$ cat config.mk
export PLATFORM = sky130hd
export DESIGN_NAME = apc_prot_cfg
export DESIGN_NICKNAME = d
export VERILOG_FILES = /design/src/design/apc_pkg.sv /design/src/design/apc_pin_sync.sv /design/src/design/apc_sample_shadow.sv /design/src/design/apc_prot_cfg.sv
export SDC_FILE = /design/constraint.sdc
export NUM_CORES = 1
export LEC_CHECK = 0
export BUFFER_PORTS_ARGS = -buffer_cell sky130_fd_sc_hd__buf_2
export CORE_MARGIN = 10
export CORE_UTILIZATION = 40
export CTS_CLUSTER_SIZE = 28
export DETAILED_ROUTE_END_ITERATION = 8
export GPL_ROUTABILITY_DRIVEN = 0
export PLACE_DENSITY = 0.62
export SLEW_MARGIN = 20
export SYNTH_ARGS = -nofsm -noshare
export SYNTH_HDL_FRONTEND = slang
export SYNTH_HIERARCHICAL = 1
export SYNTH_SLANG_ARGS = --single-unit
$ cat constraint.sdc
create_clock -name ref_clk_i -period 5.25 [get_ports ref_clk_i]
set_clock_uncertainty 0.15 [all_clocks]
set_input_delay 0.7875 -clock ref_clk_i [delete_from_list [all_inputs] [get_ports ref_clk_i]]
set_output_delay 0.7875 -clock ref_clk_i [all_outputs]
set_load 0.01 [all_outputs]
$ cat src/design/apc_pkg.sv
// constants for the playback protection configuration bank
package apc_pkg;
   // register addresses on the control port
   localparam logic [7:0] REG_LIM_ADDR = 8'h2b;
   localparam logic [7:0] REG_MIX_ADDR = 8'h2c;
   localparam logic [7:0] REG_PROT_ADDR = 8'h2d;
   // reset values
   localparam logic [7:0] REG_LIM_RST = 8'h00;
   localparam logic [7:0] REG_MIX_RST = 8'h00;
   localparam logic [7:0] REG_PROT_RST = 8'h00;
   // writable bits, reserved bits stay zero
   localparam logic [7:0] LIM_WMASK = 8'hfc;
   localparam logic [7:0] MIX_WMASK = 8'hf0;
   localparam logic [7:0] PROT_WMASK = 8'hff;
   localparam logic [7:0] RDATA_NONE = 8'h00;
   // power limiter fields
   localparam int unsigned LIM_ON_BIT = 7;
   localparam int unsigned LIM_ATTN_MSB = 6;
   localparam int unsigned LIM_ATTN_LSB = 4;
   localparam int unsigned LIM_SRC_BIT = 3;
   localparam int unsigned LIM_RECOV_BIT = 2;
   // mixer fields
   localparam int unsigned MIX_SERIAL_BIT = 7;
   localparam int unsigned MIX_SIDE_BIT = 6;
   localparam int unsigned MIX_ADC_BIT = 5;
   localparam int unsigned MIX_LOOP_BIT = 4;
   // protection fields
   localparam int unsigned PROT_DIST_BIT = 7;
   localparam int unsigned PROT_DROOP_BIT = 6;
   localparam int unsigned PROT_THERM_BIT = 5;
   localparam int unsigned PROT_COMP_BIT = 4;
   localparam int unsigned PROT_GEN1_BIT = 3;
   localparam int unsigned PROT_GEN2_BIT = 2;
   localparam int unsigned PROT_SUPPLY_BIT = 1;
   localparam int unsigned PROT_BROWN_BIT = 0;
   // attenuation
   localparam int unsigned ATTN_W = 3;
   localparam logic [2:0] ATTN_NONE = 3'h0;
   localparam logic [5:0] ATTN_STEP_DB = 6'h06;
endpackage

$ cat src/design/apc_pin_sync.sv
// three-stage synchroniser for a pin input with agreement filter
`timescale 1ns/1ps
`default_nettype none
module apc_pin_sync (
   // clock and reset
   input wire logic ref_clk_i,
   input wire logic rst_i,
   // pin and synchronised level
   input wire logic pin_i,
   output logic level_o
);
   logic s1_r;
   logic s2_r;
   logic s3_r;

   always_ff @(posedge ref_clk_i or posedge rst_i) begin
      if (rst_i) begin
         s1_r <= 1'b0;
         s2_r <= 1'b0;
         s3_r <= 1'b0;
      end else begin
         s1_r <= pin_i;
         s2_r <= s1_r;
         s3_r <= s2_r;
      end
   end

   // level follows only once the second and third stages agree
   always_ff @(posedge ref_clk_i or posedge rst_i) begin
      if (rst_i) begin
         level_o <= 1'b0;
      end else if (s2_r == s3_r) begin
         level_o <= s3_r;
      end
   end
endmodule
`default_nettype wire

$ cat src/design/apc_sample_shadow.sv
// shadow copy of a register, reloaded only at a sample boundary
`timescale 1ns/1ps
`default_nettype none
module apc_sample_shadow #(
   parameter logic [7:0] RST_VAL = 8'h00
) (
   // clock and reset
   input wire logic ref_clk_i,
   input wire logic rst_i,
   // live value and boundary strobe
   input wire logic tick_i,
   input wire logic [7:0] live_i,
   // value seen by the processing path
   output logic [7:0] shadow_o
);
   always_ff @(posedge ref_clk_i or posedge rst_i) begin
      if (rst_i) begin
         shadow_o <= RST_VAL;
      end else if (tick_i) begin
         shadow_o <= live_i;
      end
   end
endmodule
`default_nettype wire

$ cat src/design/apc_prot_cfg.sv
// playback protection and mixer configuration bank with power limiter tracking
// Functional notes
// - power limiter bit 7 turns the limiter on when set, off when clear
// - bits 6-4 pick limiter attenuation in 6 dB steps, 0 to -42 dB
// - bit 3 picks attenuation from pin and field, or from analog lookup
// - recovery bit clear: with limiter on, applied attenuation never decreases, only holds or rises
// - recovery bit set: attenuation may drop when pin low or supply recovered
// - mixer register at 0x2c bit 7 enables the playback serial mixer
// - mixer bit 6 enables the side-chain mixer
// - mixer bit 5 enables the ADC channel mixer
// - mixer bit 4 enables loopback mixer; bits 3-0 read zero
// - protection register at 0x2d bit 7 enables the distortion limiter
// - protection bit 6 enables supply droop protection
// - protection bit 5 enables thermal foldback
// - protection bit 4 enables the dynamic range compressor
// - protection bit 3 enables the first signal generator
// - protection bit 2 enables the second signal generator
// - protection bit 1 picks battery or analog supply measurement
// - protection bit 0 enables brownout shutdown
// - mixer and protection registers reset to 0x00, all features off
// - power limiter register sits at 0x2b and resets to 0x00
`timescale 1ns/1ps
`default_nettype none
module apc_prot_cfg
   import apc_pkg::*;
(
   // clock and reset
   input wire logic ref_clk_i,
   input wire logic rst_i,
   // control port register access
   input wire logic [7:0] reg_addr_i,
   input wire logic [7:0] reg_wdata_i,
   input wire logic reg_wr_i,
   input wire logic reg_rd_i,
   output logic [7:0] reg_rdata_o,
   // processing path timing and inputs
   input wire logic sample_tick_i,
   input wire logic limit_pin_i,
   input wire logic [2:0] gpa_atten_code_i,
   input wire logic gpa_recovered_i,
   // power limiter result
   output logic applied_atten_on_o,
   output logic [2:0] applied_atten_code_o,
   output logic [5:0] applied_atten_db_o,
   // mixer enables
   output logic playback_serial_mixer_on_o,
   output logic side_chain_mixer_on_o,
   output logic adc_channel_mixer_on_o,
   output logic loopback_mixer_on_o,
   // protection enables
   output logic distortion_limiter_on_o,
   output logic droop_protection_on_o,
   output logic thermal_foldback_on_o,
   output logic compressor_on_o,
   output logic sig_gen1_on_o,
   output logic sig_gen2_on_o,
   output logic supply_measure_source_o,
   output logic brownout_shutdown_on_o
);
   logic [7:0] lim_r;
   logic [7:0] mix_r;
   logic [7:0] prot_r;
   logic [7:0] lim_sh;
   logic [7:0] mix_sh;
   logic [7:0] prot_sh;
   logic [7:0] rdata_nxt;
   logic pin_level;
   logic tick_d_r;
   logic power_limiter_on;
   logic [2:0] limiter_attenuation_code;
   logic attenuation_source_select;
   logic attenuation_recovery_allow;
   logic [2:0] target_code;
   logic recover_ok;
   logic [2:0] applied_nxt;

   // pin from outside the clock domain
   apc_pin_sync u_pin_sync (
      .ref_clk_i(ref_clk_i),
      .rst_i(rst_i),
      .pin_i(limit_pin_i),
      .level_o(pin_level)
   );

   // live register writes, reserved bits forced to zero
   // reserved bits masked
   always_ff @(posedge ref_clk_i or posedge rst_i) begin
      if (rst_i) begin
         lim_r <= REG_LIM_RST;
         mix_r <= REG_MIX_RST;
         prot_r <= REG_PROT_RST;
      end else if (reg_wr_i) begin
         if (reg_addr_i == REG_LIM_ADDR) begin
            lim_r <= reg_wdata_i & LIM_WMASK;
         end
         if (reg_addr_i == REG_MIX_ADDR) begin
            mix_r <= reg_wdata_i & MIX_WMASK;
         end
         if (reg_addr_i == REG_PROT_ADDR) begin
            prot_r <= reg_wdata_i & PROT_WMASK;
         end
      end
   end

   // read mux, unmapped addresses return zero
   // reserved mixer bits read zero
   always_comb begin
      case (reg_addr_i)
         REG_LIM_ADDR: rdata_nxt = lim_r;
         REG_MIX_ADDR: rdata_nxt = mix_r;
         REG_PROT_ADDR: rdata_nxt = prot_r;
         default: rdata_nxt = RDATA_NONE;
      endcase
   end

   always_ff @(posedge ref_clk_i or posedge rst_i) begin
      if (rst_i) begin
         reg_rdata_o <= RDATA_NONE;
      end else if (reg_rd_i) begin
         reg_rdata_o <= rdata_nxt;
      end
   end

   apc_sample_shadow #(
      .RST_VAL(REG_LIM_RST)
   ) u_lim_sh (
      .ref_clk_i(ref_clk_i),
      .rst_i(rst_i),
      .tick_i(sample_tick_i),
      .live_i(lim_r),
      .shadow_o(lim_sh)
   );

   apc_sample_shadow #(
      .RST_VAL(REG_MIX_RST)
   ) u_mix_sh (
      .ref_clk_i(ref_clk_i),
      .rst_i(rst_i),
      .tick_i(sample_tick_i),
      .live_i(mix_r),
      .shadow_o(mix_sh)
   );

   apc_sample_shadow #(
      .RST_VAL(REG_PROT_RST)
   ) u_prot_sh (
      .ref_clk_i(ref_clk_i),
      .rst_i(rst_i),
      .tick_i(sample_tick_i),
      .live_i(prot_r),
      .shadow_o(prot_sh)
   );

   // mixer and protection enables from the shadows
   always_ff @(posedge ref_clk_i or posedge rst_i) begin
      if (rst_i) begin
         playback_serial_mixer_on_o <= 1'b0;
         side_chain_mixer_on_o <= 1'b0;
         adc_channel_mixer_on_o <= 1'b0;
         loopback_mixer_on_o <= 1'b0;
         distortion_limiter_on_o <= 1'b0;
         droop_protection_on_o <= 1'b0;
         thermal_foldback_on_o <= 1'b0;
         compressor_on_o <= 1'b0;
         sig_gen1_on_o <= 1'b0;
         sig_gen2_on_o <= 1'b0;
         supply_measure_source_o <= 1'b0;
         brownout_shutdown_on_o <= 1'b0;
      end else begin
         playback_serial_mixer_on_o <= mix_sh[MIX_SERIAL_BIT];
         side_chain_mixer_on_o <= mix_sh[MIX_SIDE_BIT];
         adc_channel_mixer_on_o <= mix_sh[MIX_ADC_BIT];
         loopback_mixer_on_o <= mix_sh[MIX_LOOP_BIT];
         distortion_limiter_on_o <= prot_sh[PROT_DIST_BIT];
         droop_protection_on_o <= prot_sh[PROT_DROOP_BIT];
         thermal_foldback_on_o <= prot_sh[PROT_THERM_BIT];
         compressor_on_o <= prot_sh[PROT_COMP_BIT];
         sig_gen1_on_o <= prot_sh[PROT_GEN1_BIT];
         sig_gen2_on_o <= prot_sh[PROT_GEN2_BIT];
         supply_measure_source_o <= prot_sh[PROT_SUPPLY_BIT];
         brownout_shutdown_on_o <= prot_sh[PROT_BROWN_BIT];
      end
   end

   // limiter fields as used by the processing path
   assign power_limiter_on = lim_sh[LIM_ON_BIT];
   assign limiter_attenuation_code = lim_sh[LIM_ATTN_MSB:LIM_ATTN_LSB];
   assign attenuation_source_select = lim_sh[LIM_SRC_BIT];
   assign attenuation_recovery_allow = lim_sh[LIM_RECOV_BIT];

   // limiter steps one cycle after the boundary, on the fresh shadow
   always_ff @(posedge ref_clk_i or posedge rst_i) begin
      if (rst_i) begin
         tick_d_r <= 1'b0;
      end else begin
         tick_d_r <= sample_tick_i;
      end
   end

   always_comb begin
      if (attenuation_source_select) begin
         target_code = gpa_atten_code_i;
      end else if (pin_level) begin
         target_code = limiter_attenuation_code;
      end else begin
         target_code = ATTN_NONE;
      end
   end

   assign recover_ok = !pin_level || gpa_recovered_i;

   always_comb begin
      applied_nxt = applied_atten_code_o;
      if (!power_limiter_on) begin
         applied_nxt = ATTN_NONE;
      end else if (target_code > applied_atten_code_o) begin
         applied_nxt = target_code;
      end else if (target_code < applied_atten_code_o) begin
         if (attenuation_recovery_allow && recover_ok) begin
            applied_nxt = target_code;
         end
      end
   end

   always_ff @(posedge ref_clk_i or posedge rst_i) begin
      if (rst_i) begin
         applied_atten_code_o <= ATTN_NONE;
         applied_atten_db_o <= 6'h00;
         applied_atten_on_o <= 1'b0;
      end else if (tick_d_r) begin
         applied_atten_code_o <= applied_nxt;
         applied_atten_db_o <= {3'h0, applied_nxt} * ATTN_STEP_DB;
         applied_atten_on_o <= power_limiter_on;
      end
   end

   // checks
   property p_lim_rsvd;
      @(posedge ref_clk_i) disable iff (rst_i)
      reg_rd_i && reg_addr_i == REG_LIM_ADDR |=> reg_rdata_o[1:0] == 2'h0;
   endproperty
   a_lim_rsvd: assert property (p_lim_rsvd) else $error("limiter reserved bit set");

   property p_mix_rsvd;
      @(posedge ref_clk_i) disable iff (rst_i)
      reg_rd_i && reg_addr_i == REG_MIX_ADDR |=> reg_rdata_o[3:0] == 4'h0;
   endproperty
   a_mix_rsvd: assert property (p_mix_rsvd) else $error("mixer reserved bits nonzero");

   property p_prot_wr;
      @(posedge ref_clk_i) disable iff (rst_i)
      reg_wr_i && reg_addr_i == REG_PROT_ADDR ##1 reg_rd_i && !reg_wr_i
         && reg_addr_i == REG_PROT_ADDR |=> reg_rdata_o == $past(reg_wdata_i, 2);
   endproperty
   a_prot_wr: assert property (p_prot_wr) else $error("protection write not read back");

   property p_unmapped;
      @(posedge ref_clk_i) disable iff (rst_i)
      reg_rd_i && reg_addr_i != REG_LIM_ADDR && reg_addr_i != REG_MIX_ADDR
         && reg_addr_i != REG_PROT_ADDR |=> reg_rdata_o == RDATA_NONE;
   endproperty
   a_unmapped: assert property (p_unmapped) else $error("unmapped read not zero");

   property p_mix_apply;
      @(posedge ref_clk_i) disable iff (rst_i)
      sample_tick_i |=> ##1 playback_serial_mixer_on_o == $past(mix_r[MIX_SERIAL_BIT], 2);
   endproperty
   a_mix_apply: assert property (p_mix_apply) else $error("mixer enable not applied");

   property p_hold_between;
      @(posedge ref_clk_i) disable iff (rst_i)
      !sample_tick_i ##1 !sample_tick_i |=> $stable(brownout_shutdown_on_o)
         && $stable(droop_protection_on_o) && $stable(supply_measure_source_o);
   endproperty
   a_hold_between: assert property (p_hold_between) else $error("enable moved early");

   property p_no_recover;
      @(posedge ref_clk_i) disable iff (rst_i)
      tick_d_r && power_limiter_on && !attenuation_recovery_allow
         |=> applied_atten_code_o >= $past(applied_atten_code_o);
   endproperty
   a_no_recover: assert property (p_no_recover) else $error("attenuation lowered");

   property p_recover;
      @(posedge ref_clk_i) disable iff (rst_i)
      tick_d_r && power_limiter_on && attenuation_recovery_allow && !pin_level
         && !attenuation_source_select |=> applied_atten_code_o == ATTN_NONE;
   endproperty
   a_recover: assert property (p_recover) else $error("attenuation not recovered");

   property p_off;
      @(posedge ref_clk_i) disable iff (rst_i)
      tick_d_r && !power_limiter_on |=> applied_atten_code_o == ATTN_NONE && !applied_atten_on_o;
   endproperty
   a_off: assert property (p_off) else $error("limiter off but attenuating");

   property p_db_step;
      @(posedge ref_clk_i) disable iff (rst_i)
      applied_atten_db_o == {3'h0, applied_atten_code_o} * ATTN_STEP_DB;
   endproperty
   a_db_step: assert property (p_db_step) else $error("dB value not six per code");

   property p_lut_src;
      @(posedge ref_clk_i) disable iff (rst_i)
      tick_d_r && power_limiter_on && attenuation_source_select
         && gpa_atten_code_i > applied_atten_code_o
         |=> applied_atten_code_o == $past(gpa_atten_code_i);
   endproperty
   a_lut_src: assert property (p_lut_src) else $error("lookup attenuation not applied");

   property p_gen_apply;
      @(posedge ref_clk_i) disable iff (rst_i)
      sample_tick_i |=> ##1 sig_gen2_on_o == $past(prot_r[PROT_GEN2_BIT], 2)
         && compressor_on_o == $past(prot_r[PROT_COMP_BIT], 2);
   endproperty
   a_gen_apply: assert property (p_gen_apply) else $error("generator not applied");

   property p_supply_apply;
      @(posedge ref_clk_i) disable iff (rst_i)
      sample_tick_i |=> ##1 supply_measure_source_o == $past(prot_r[PROT_SUPPLY_BIT], 2)
         && brownout_shutdown_on_o == $past(prot_r[PROT_BROWN_BIT], 2);
   endproperty
   a_supply_apply: assert property (p_supply_apply) else $error("supply select late");
endmodule
`default_nettype wire

Word-level counts from Yosys, hierarchy flattened --
Cells that the tools add are included.
Operators by class: eq/ne operators 4, mux-type cells 7, multipliers 1, add/sub/neg operators 0, shift operators 0, div/mod/pow operators 0, reduce and logical (&&, ||, !) cells 6, $lt $le $gt $ge 2, bitwise operators 0
Operators with widths (count):
- equality test 8 x 6 -> 1 bit, second input constant | 3
- case mux 8 bit (3 select lines) | 1
- 2-to-1 mux 3 bit | 6
- AND reduction 2 bit | 3
- multiplier 3 x 2 -> 5 bit, second input constant | 1
- greater-than comparator 3 bit | 1
- < comparator 3 bit | 1
- equality test 1 bit | 1
- logical AND 1 bit | 1
- zero test 1 bit | 1
- logical OR 1 bit | 1
Word-level totals: latch bits 0, memories kept 0, bits in writable memories 0, bits of input ports 26, register bits 70, logic and storage cells 47, bits in read-only memories 0, output and inout bits 30

Longest topological paths before layout --
depth in word-level cells 8, gate-level depth with buffers 12, gate-level depth less buffers 12

Cells and area by module --
Netlist, hierarchy kept.
Modules (own cells, without submodules):
- apc_prot_cfg | cells each 170, seq. area each 1176.1 µm², instances 1, area an instance 2144.6 µm²
- apc_sample_shadow | cells each 18, seq. area each 200.2 µm², instances 3, area an instance 335.3 µm²
- apc_pin_sync | cells each 6, seq. area each 100.1 µm², instances 1, area an instance 115.1 µm²

Worst setup path after synthesis --
Ideal clock, no wire load.
kind input port to flip-flop, start in gpa_atten_code_i[1], end reg applied_atten_db_o[4], path buffers 0, data arrival time 3.233 ns, cell stages on the path 11, setup time 0.082 ns, required time 5.018 ns, setup slack 1.785 ns, cells stage by stage a22o_1 -> ha_1 -> nor2b_1 -> o21ai_1 -> a21oi_1 -> mux2i_1 -> nor2_1 -> ha_1 -> fa_1 -> a2111o_1 -> a31oi_1
On the way: cells in the longest elaborated chain, start to end 6, elaborated cells between the ends (all ways) 8, those cells by class mul (1); order compare (2); mux (5)
RTL lines:
- start: declaration | line apc_prot_cfg.sv:39 | input wire logic [2:0] gpa_atten_code_i,
- 2-to-1 mux 3 bit * | line apc_prot_cfg.sv:201 | if (attenuation_source_select) begin
- < comparator 3 bit or 2-to-1 mux 3 bit (tied branches) | line apc_prot_cfg.sv:218, apc_prot_cfg.sv:219
- 2-to-1 mux 3 bit | line apc_prot_cfg.sv:218 | end else if (target_code < applied_atten_code_o) begin
- 2-to-1 mux 3 bit * | line apc_prot_cfg.sv:216 | end else if (target_code > applied_atten_code_o) begin
- 2-to-1 mux 3 bit * | line apc_prot_cfg.sv:214 | if (!power_limiter_on) begin
- net applied_nxt[1] | line apc_prot_cfg.sv:75 | logic [2:0] applied_nxt;
- multiplier 3 x 2 -> 5 bit * | line apc_prot_cfg.sv:232 | applied_atten_db_o <= {3'h0, applied_nxt} * ATTN_STEP_DB;
- end signal: assignment | line apc_prot_cfg.sv:232
- end: declaration | line apc_prot_cfg.sv:44 | output logic [5:0] applied_atten_db_o,
Mark *: on every way through the listed nets, which the timed path passes. The rest lies on a longest branch. A chain may end at the register's enable or synchronous reset.

Worst setup path in the final report --
start reg u_pin_sync.level_o, end reg applied_atten_db_o[4]
On the way: cells in the longest elaborated chain, start to end 8, elaborated cells between the ends (all ways) 12, those cells by class mul (1); order compare (2); mux (6); reduce/logical (3)
RTL lines:
- start: declaration | line apc_pin_sync.sv:10 | output logic level_o
- start signal: assignment | line apc_pin_sync.sv:33 | level_o <= s3_r;
- branches (longest 5 deep; another with < comparator 3 bit)
- 2-to-1 mux 3 bit * | line apc_prot_cfg.sv:216
- 2-to-1 mux 3 bit * | line apc_prot_cfg.sv:214
- net applied_nxt[1] | line apc_prot_cfg.sv:75
- multiplier 3 x 2 -> 5 bit * | line apc_prot_cfg.sv:232
Mark *: on every way through the listed nets, which the timed path passes.

==> results.ini <==
[cts]
cts_root_buffer=clkbuf_8
cts_buffer_depth=2
insertion_delay_ns=0.33
cts_sinks=69
cts.repair.resized=0
ctsHoldBuffers=0
clk_pin_slew_worst_paths_ns=0.07
tritoncts=yes
cts_made_buffers=9
cts_setup_buffers=0
htreeDepth=3

[routing]
wl_mm=6.01
drc=0
vias_per_cell=4.86
num_vias=1842
ant_nets=0
firstDrtPassIters=4
drt-wirelength-per-cell_um=15.9
drt_iter0_markers=45

[timing]
fmax_mhz=289
period_share_pct=66.0
whs_ns=0.200
fin_tns_setup_ns=0
rsz0062_at_grt=false
relSlewSlack_pct=46.5
min_period_ns=3.46
hold_viol_final=0
setup_viol=0
tightest_slew_ns=0.802
slew_viol_final=0
layout_setup_ws_ns=1.79

[synth]
syn_inst=218
avgSynthCellArea_um2=13.9
ys_warn_count=6
syn_area_um2=3030
synth_nets=251

[worst_setup_path]
cp_max_fo=5
r2r-start=u_pin_sync/level_o$_DFFE_PP0N_
cpPeakStageDelay_ns=0.42
crit_required_ns=5.35
critical_path_class=register to register
cp-end-kind=register
cpLargestDelayFamily=compound AO/OA/AOI/OAI gates
crit_chain=nor2b_1, a22oi_1, ha_1, nor3b_2, nor2_1, a21oi_1, mux2i_1, nor2_1, ha_1, fa_1, a2111o_1, a31oi_1
crit_start=u_pin_sync/level_o$_DFFE_PP0N_
critPathArrivalTime_ns=3.57
cp_num_buf_inv=0
cp.depth=12
crit_slowest_cell=dfrtp_1
reg2regPathDepth=12
worstSetupStartpointType=register

[floorplan]
die_w_um=107
die_h_um=107
row_count=31
start_util_pct=41.5
die-area_um2=11400
ios=56
core_area_um2=7290

[global_route]
track_usage_pct=11.2
antenna_found_initial=0
grt_max_degree=48
grt_pass1_wl_mm=10.2
overflow=0
grt_pass1_vias=2041

[outcome]
status=complete, no violations

[min_path]
hp-start=u_pin_sync/s1_r$_DFF_PP0_
hold_class=register to register
hold_depth=0

[placement]
dp.cells=363
pre_cts_ws_ns=1.46
io_buffer_count=54
place_hpwl_mm=4.59

[cells_and_area]
fin_nets=308
layout-drive-gt1-share_pct=41.4
fin_cells=379
syn_to_final_growth_pct=16.4
n_antenna_cell=0

[power_and_ir_drop]
vdd_drop_max_mv=0.129
power.leakage_nw=1.82
power_density_nw_per_um2=292

[run]
drv_cap=0

-- state kept, by name (all words and copies together) (netlist names), 3 cells and up --
signal                flops
applied_atten_code_o      3
applied_atten_db_o        4
lim_r                     6
mix_r                     4
prot_r                    8
reg_rdata_o               8
u_lim_sh/shadow_o         6
u_mix_sh/shadow_o         4
u_prot_sh/shadow_o        8
-- worst paths after layout --
kind / endpoint / slack (ns)
worst max-delay path: applied_atten_db_o[4]$_DFFE_PP0P_ / 1.79
worst min-delay path: u_pin_sync/s2_r$_DFF_PP0_ / 0.20
worst max register to register: applied_atten_db_o[4]$_DFFE_PP0P_ / 1.79
worst min register to register: u_pin_sync/s2_r$_DFF_PP0_ / 0.20
max in group asynchronous: applied_atten_code_o[2]$_DFFE_PP0P_ / 3.98
min in group asynchronous: u_pin_sync/s2_r$_DFF_PP0_ / 0.24
-- through the flow --
step	total power [mW]	area, um2	utilization, %
final	1.03	3520	48.3
after global routing	1.08	3520	48.3
after floorplan	0.643	3030	-
after CTS	1.04	3520	48.3
after detailed placement	0.678	3350	46.0
after global placement	0.675	3350	46.0
-- worst reg2reg max path, cell delays in order (launching register included) --
cell and delay, ns:
dfrtp_1 0.42, nor2b_1 0.16, a22oi_1 0.27, ha_1 0.22
nor3b_2 0.20, nor2_1 0.10, a21oi_1 0.40, mux2i_1 0.28
nor2_1 0.12, ha_1 0.22, fa_1 0.39, a2111o_1 0.30
a31oi_1 0.16
-- power by group --
part           internal, mW  switching (mW)
registers             0.555          0.0169
logic                0.0446          0.0502
clock network         0.170           0.193
total                 0.769           0.260
-- layout by cell type, fill, tap and decap left out, types with 2 or more instances in the layout --
master,n
and3_1,2
mux2_2,15
clkinv_2,4
buf_2,54
dfrtp_1,69
a22o_1,6
inv_1,16
mux2_4,26
a21oi_1,4
clkbuf_8,9
nor2b_1,5
mux2i_1,3
o21ai_0,3
clkinv_4,2
nor2_1,7
a211oi_1,2
a22oi_1,5
nand2_1,9
ha_1,6
nand2b_1,2
o22ai_1,7
nand3_1,5
-- cell type report --
| cell class | instances | area, um2 |
|---|---|---|
| fillers | 691 | 3770 |
| flip-flops and latches | 69 | 1730 |
| multi-input cells | 124 | 1170 |
| repair buffers | 54 | 270 |
| clock buffers | 10 | 128 |
| well taps | 99 | 124 |
| inverters | 17 | 65.1 |
| clock inverters | 6 | 40.0 |
-- metal layers --
metal,part of all wire (%),vias to the layer above,GRT usage (%),routed length (um)
li1,-,884,-,-
met1,44,922,12.8,2630
met2,50,30,18.7,3030
met3,4.8,6,3.41,286
met4,1.1,0,5.22,65
met5,0,-,0,0
(Power assumes the default switching activity.)
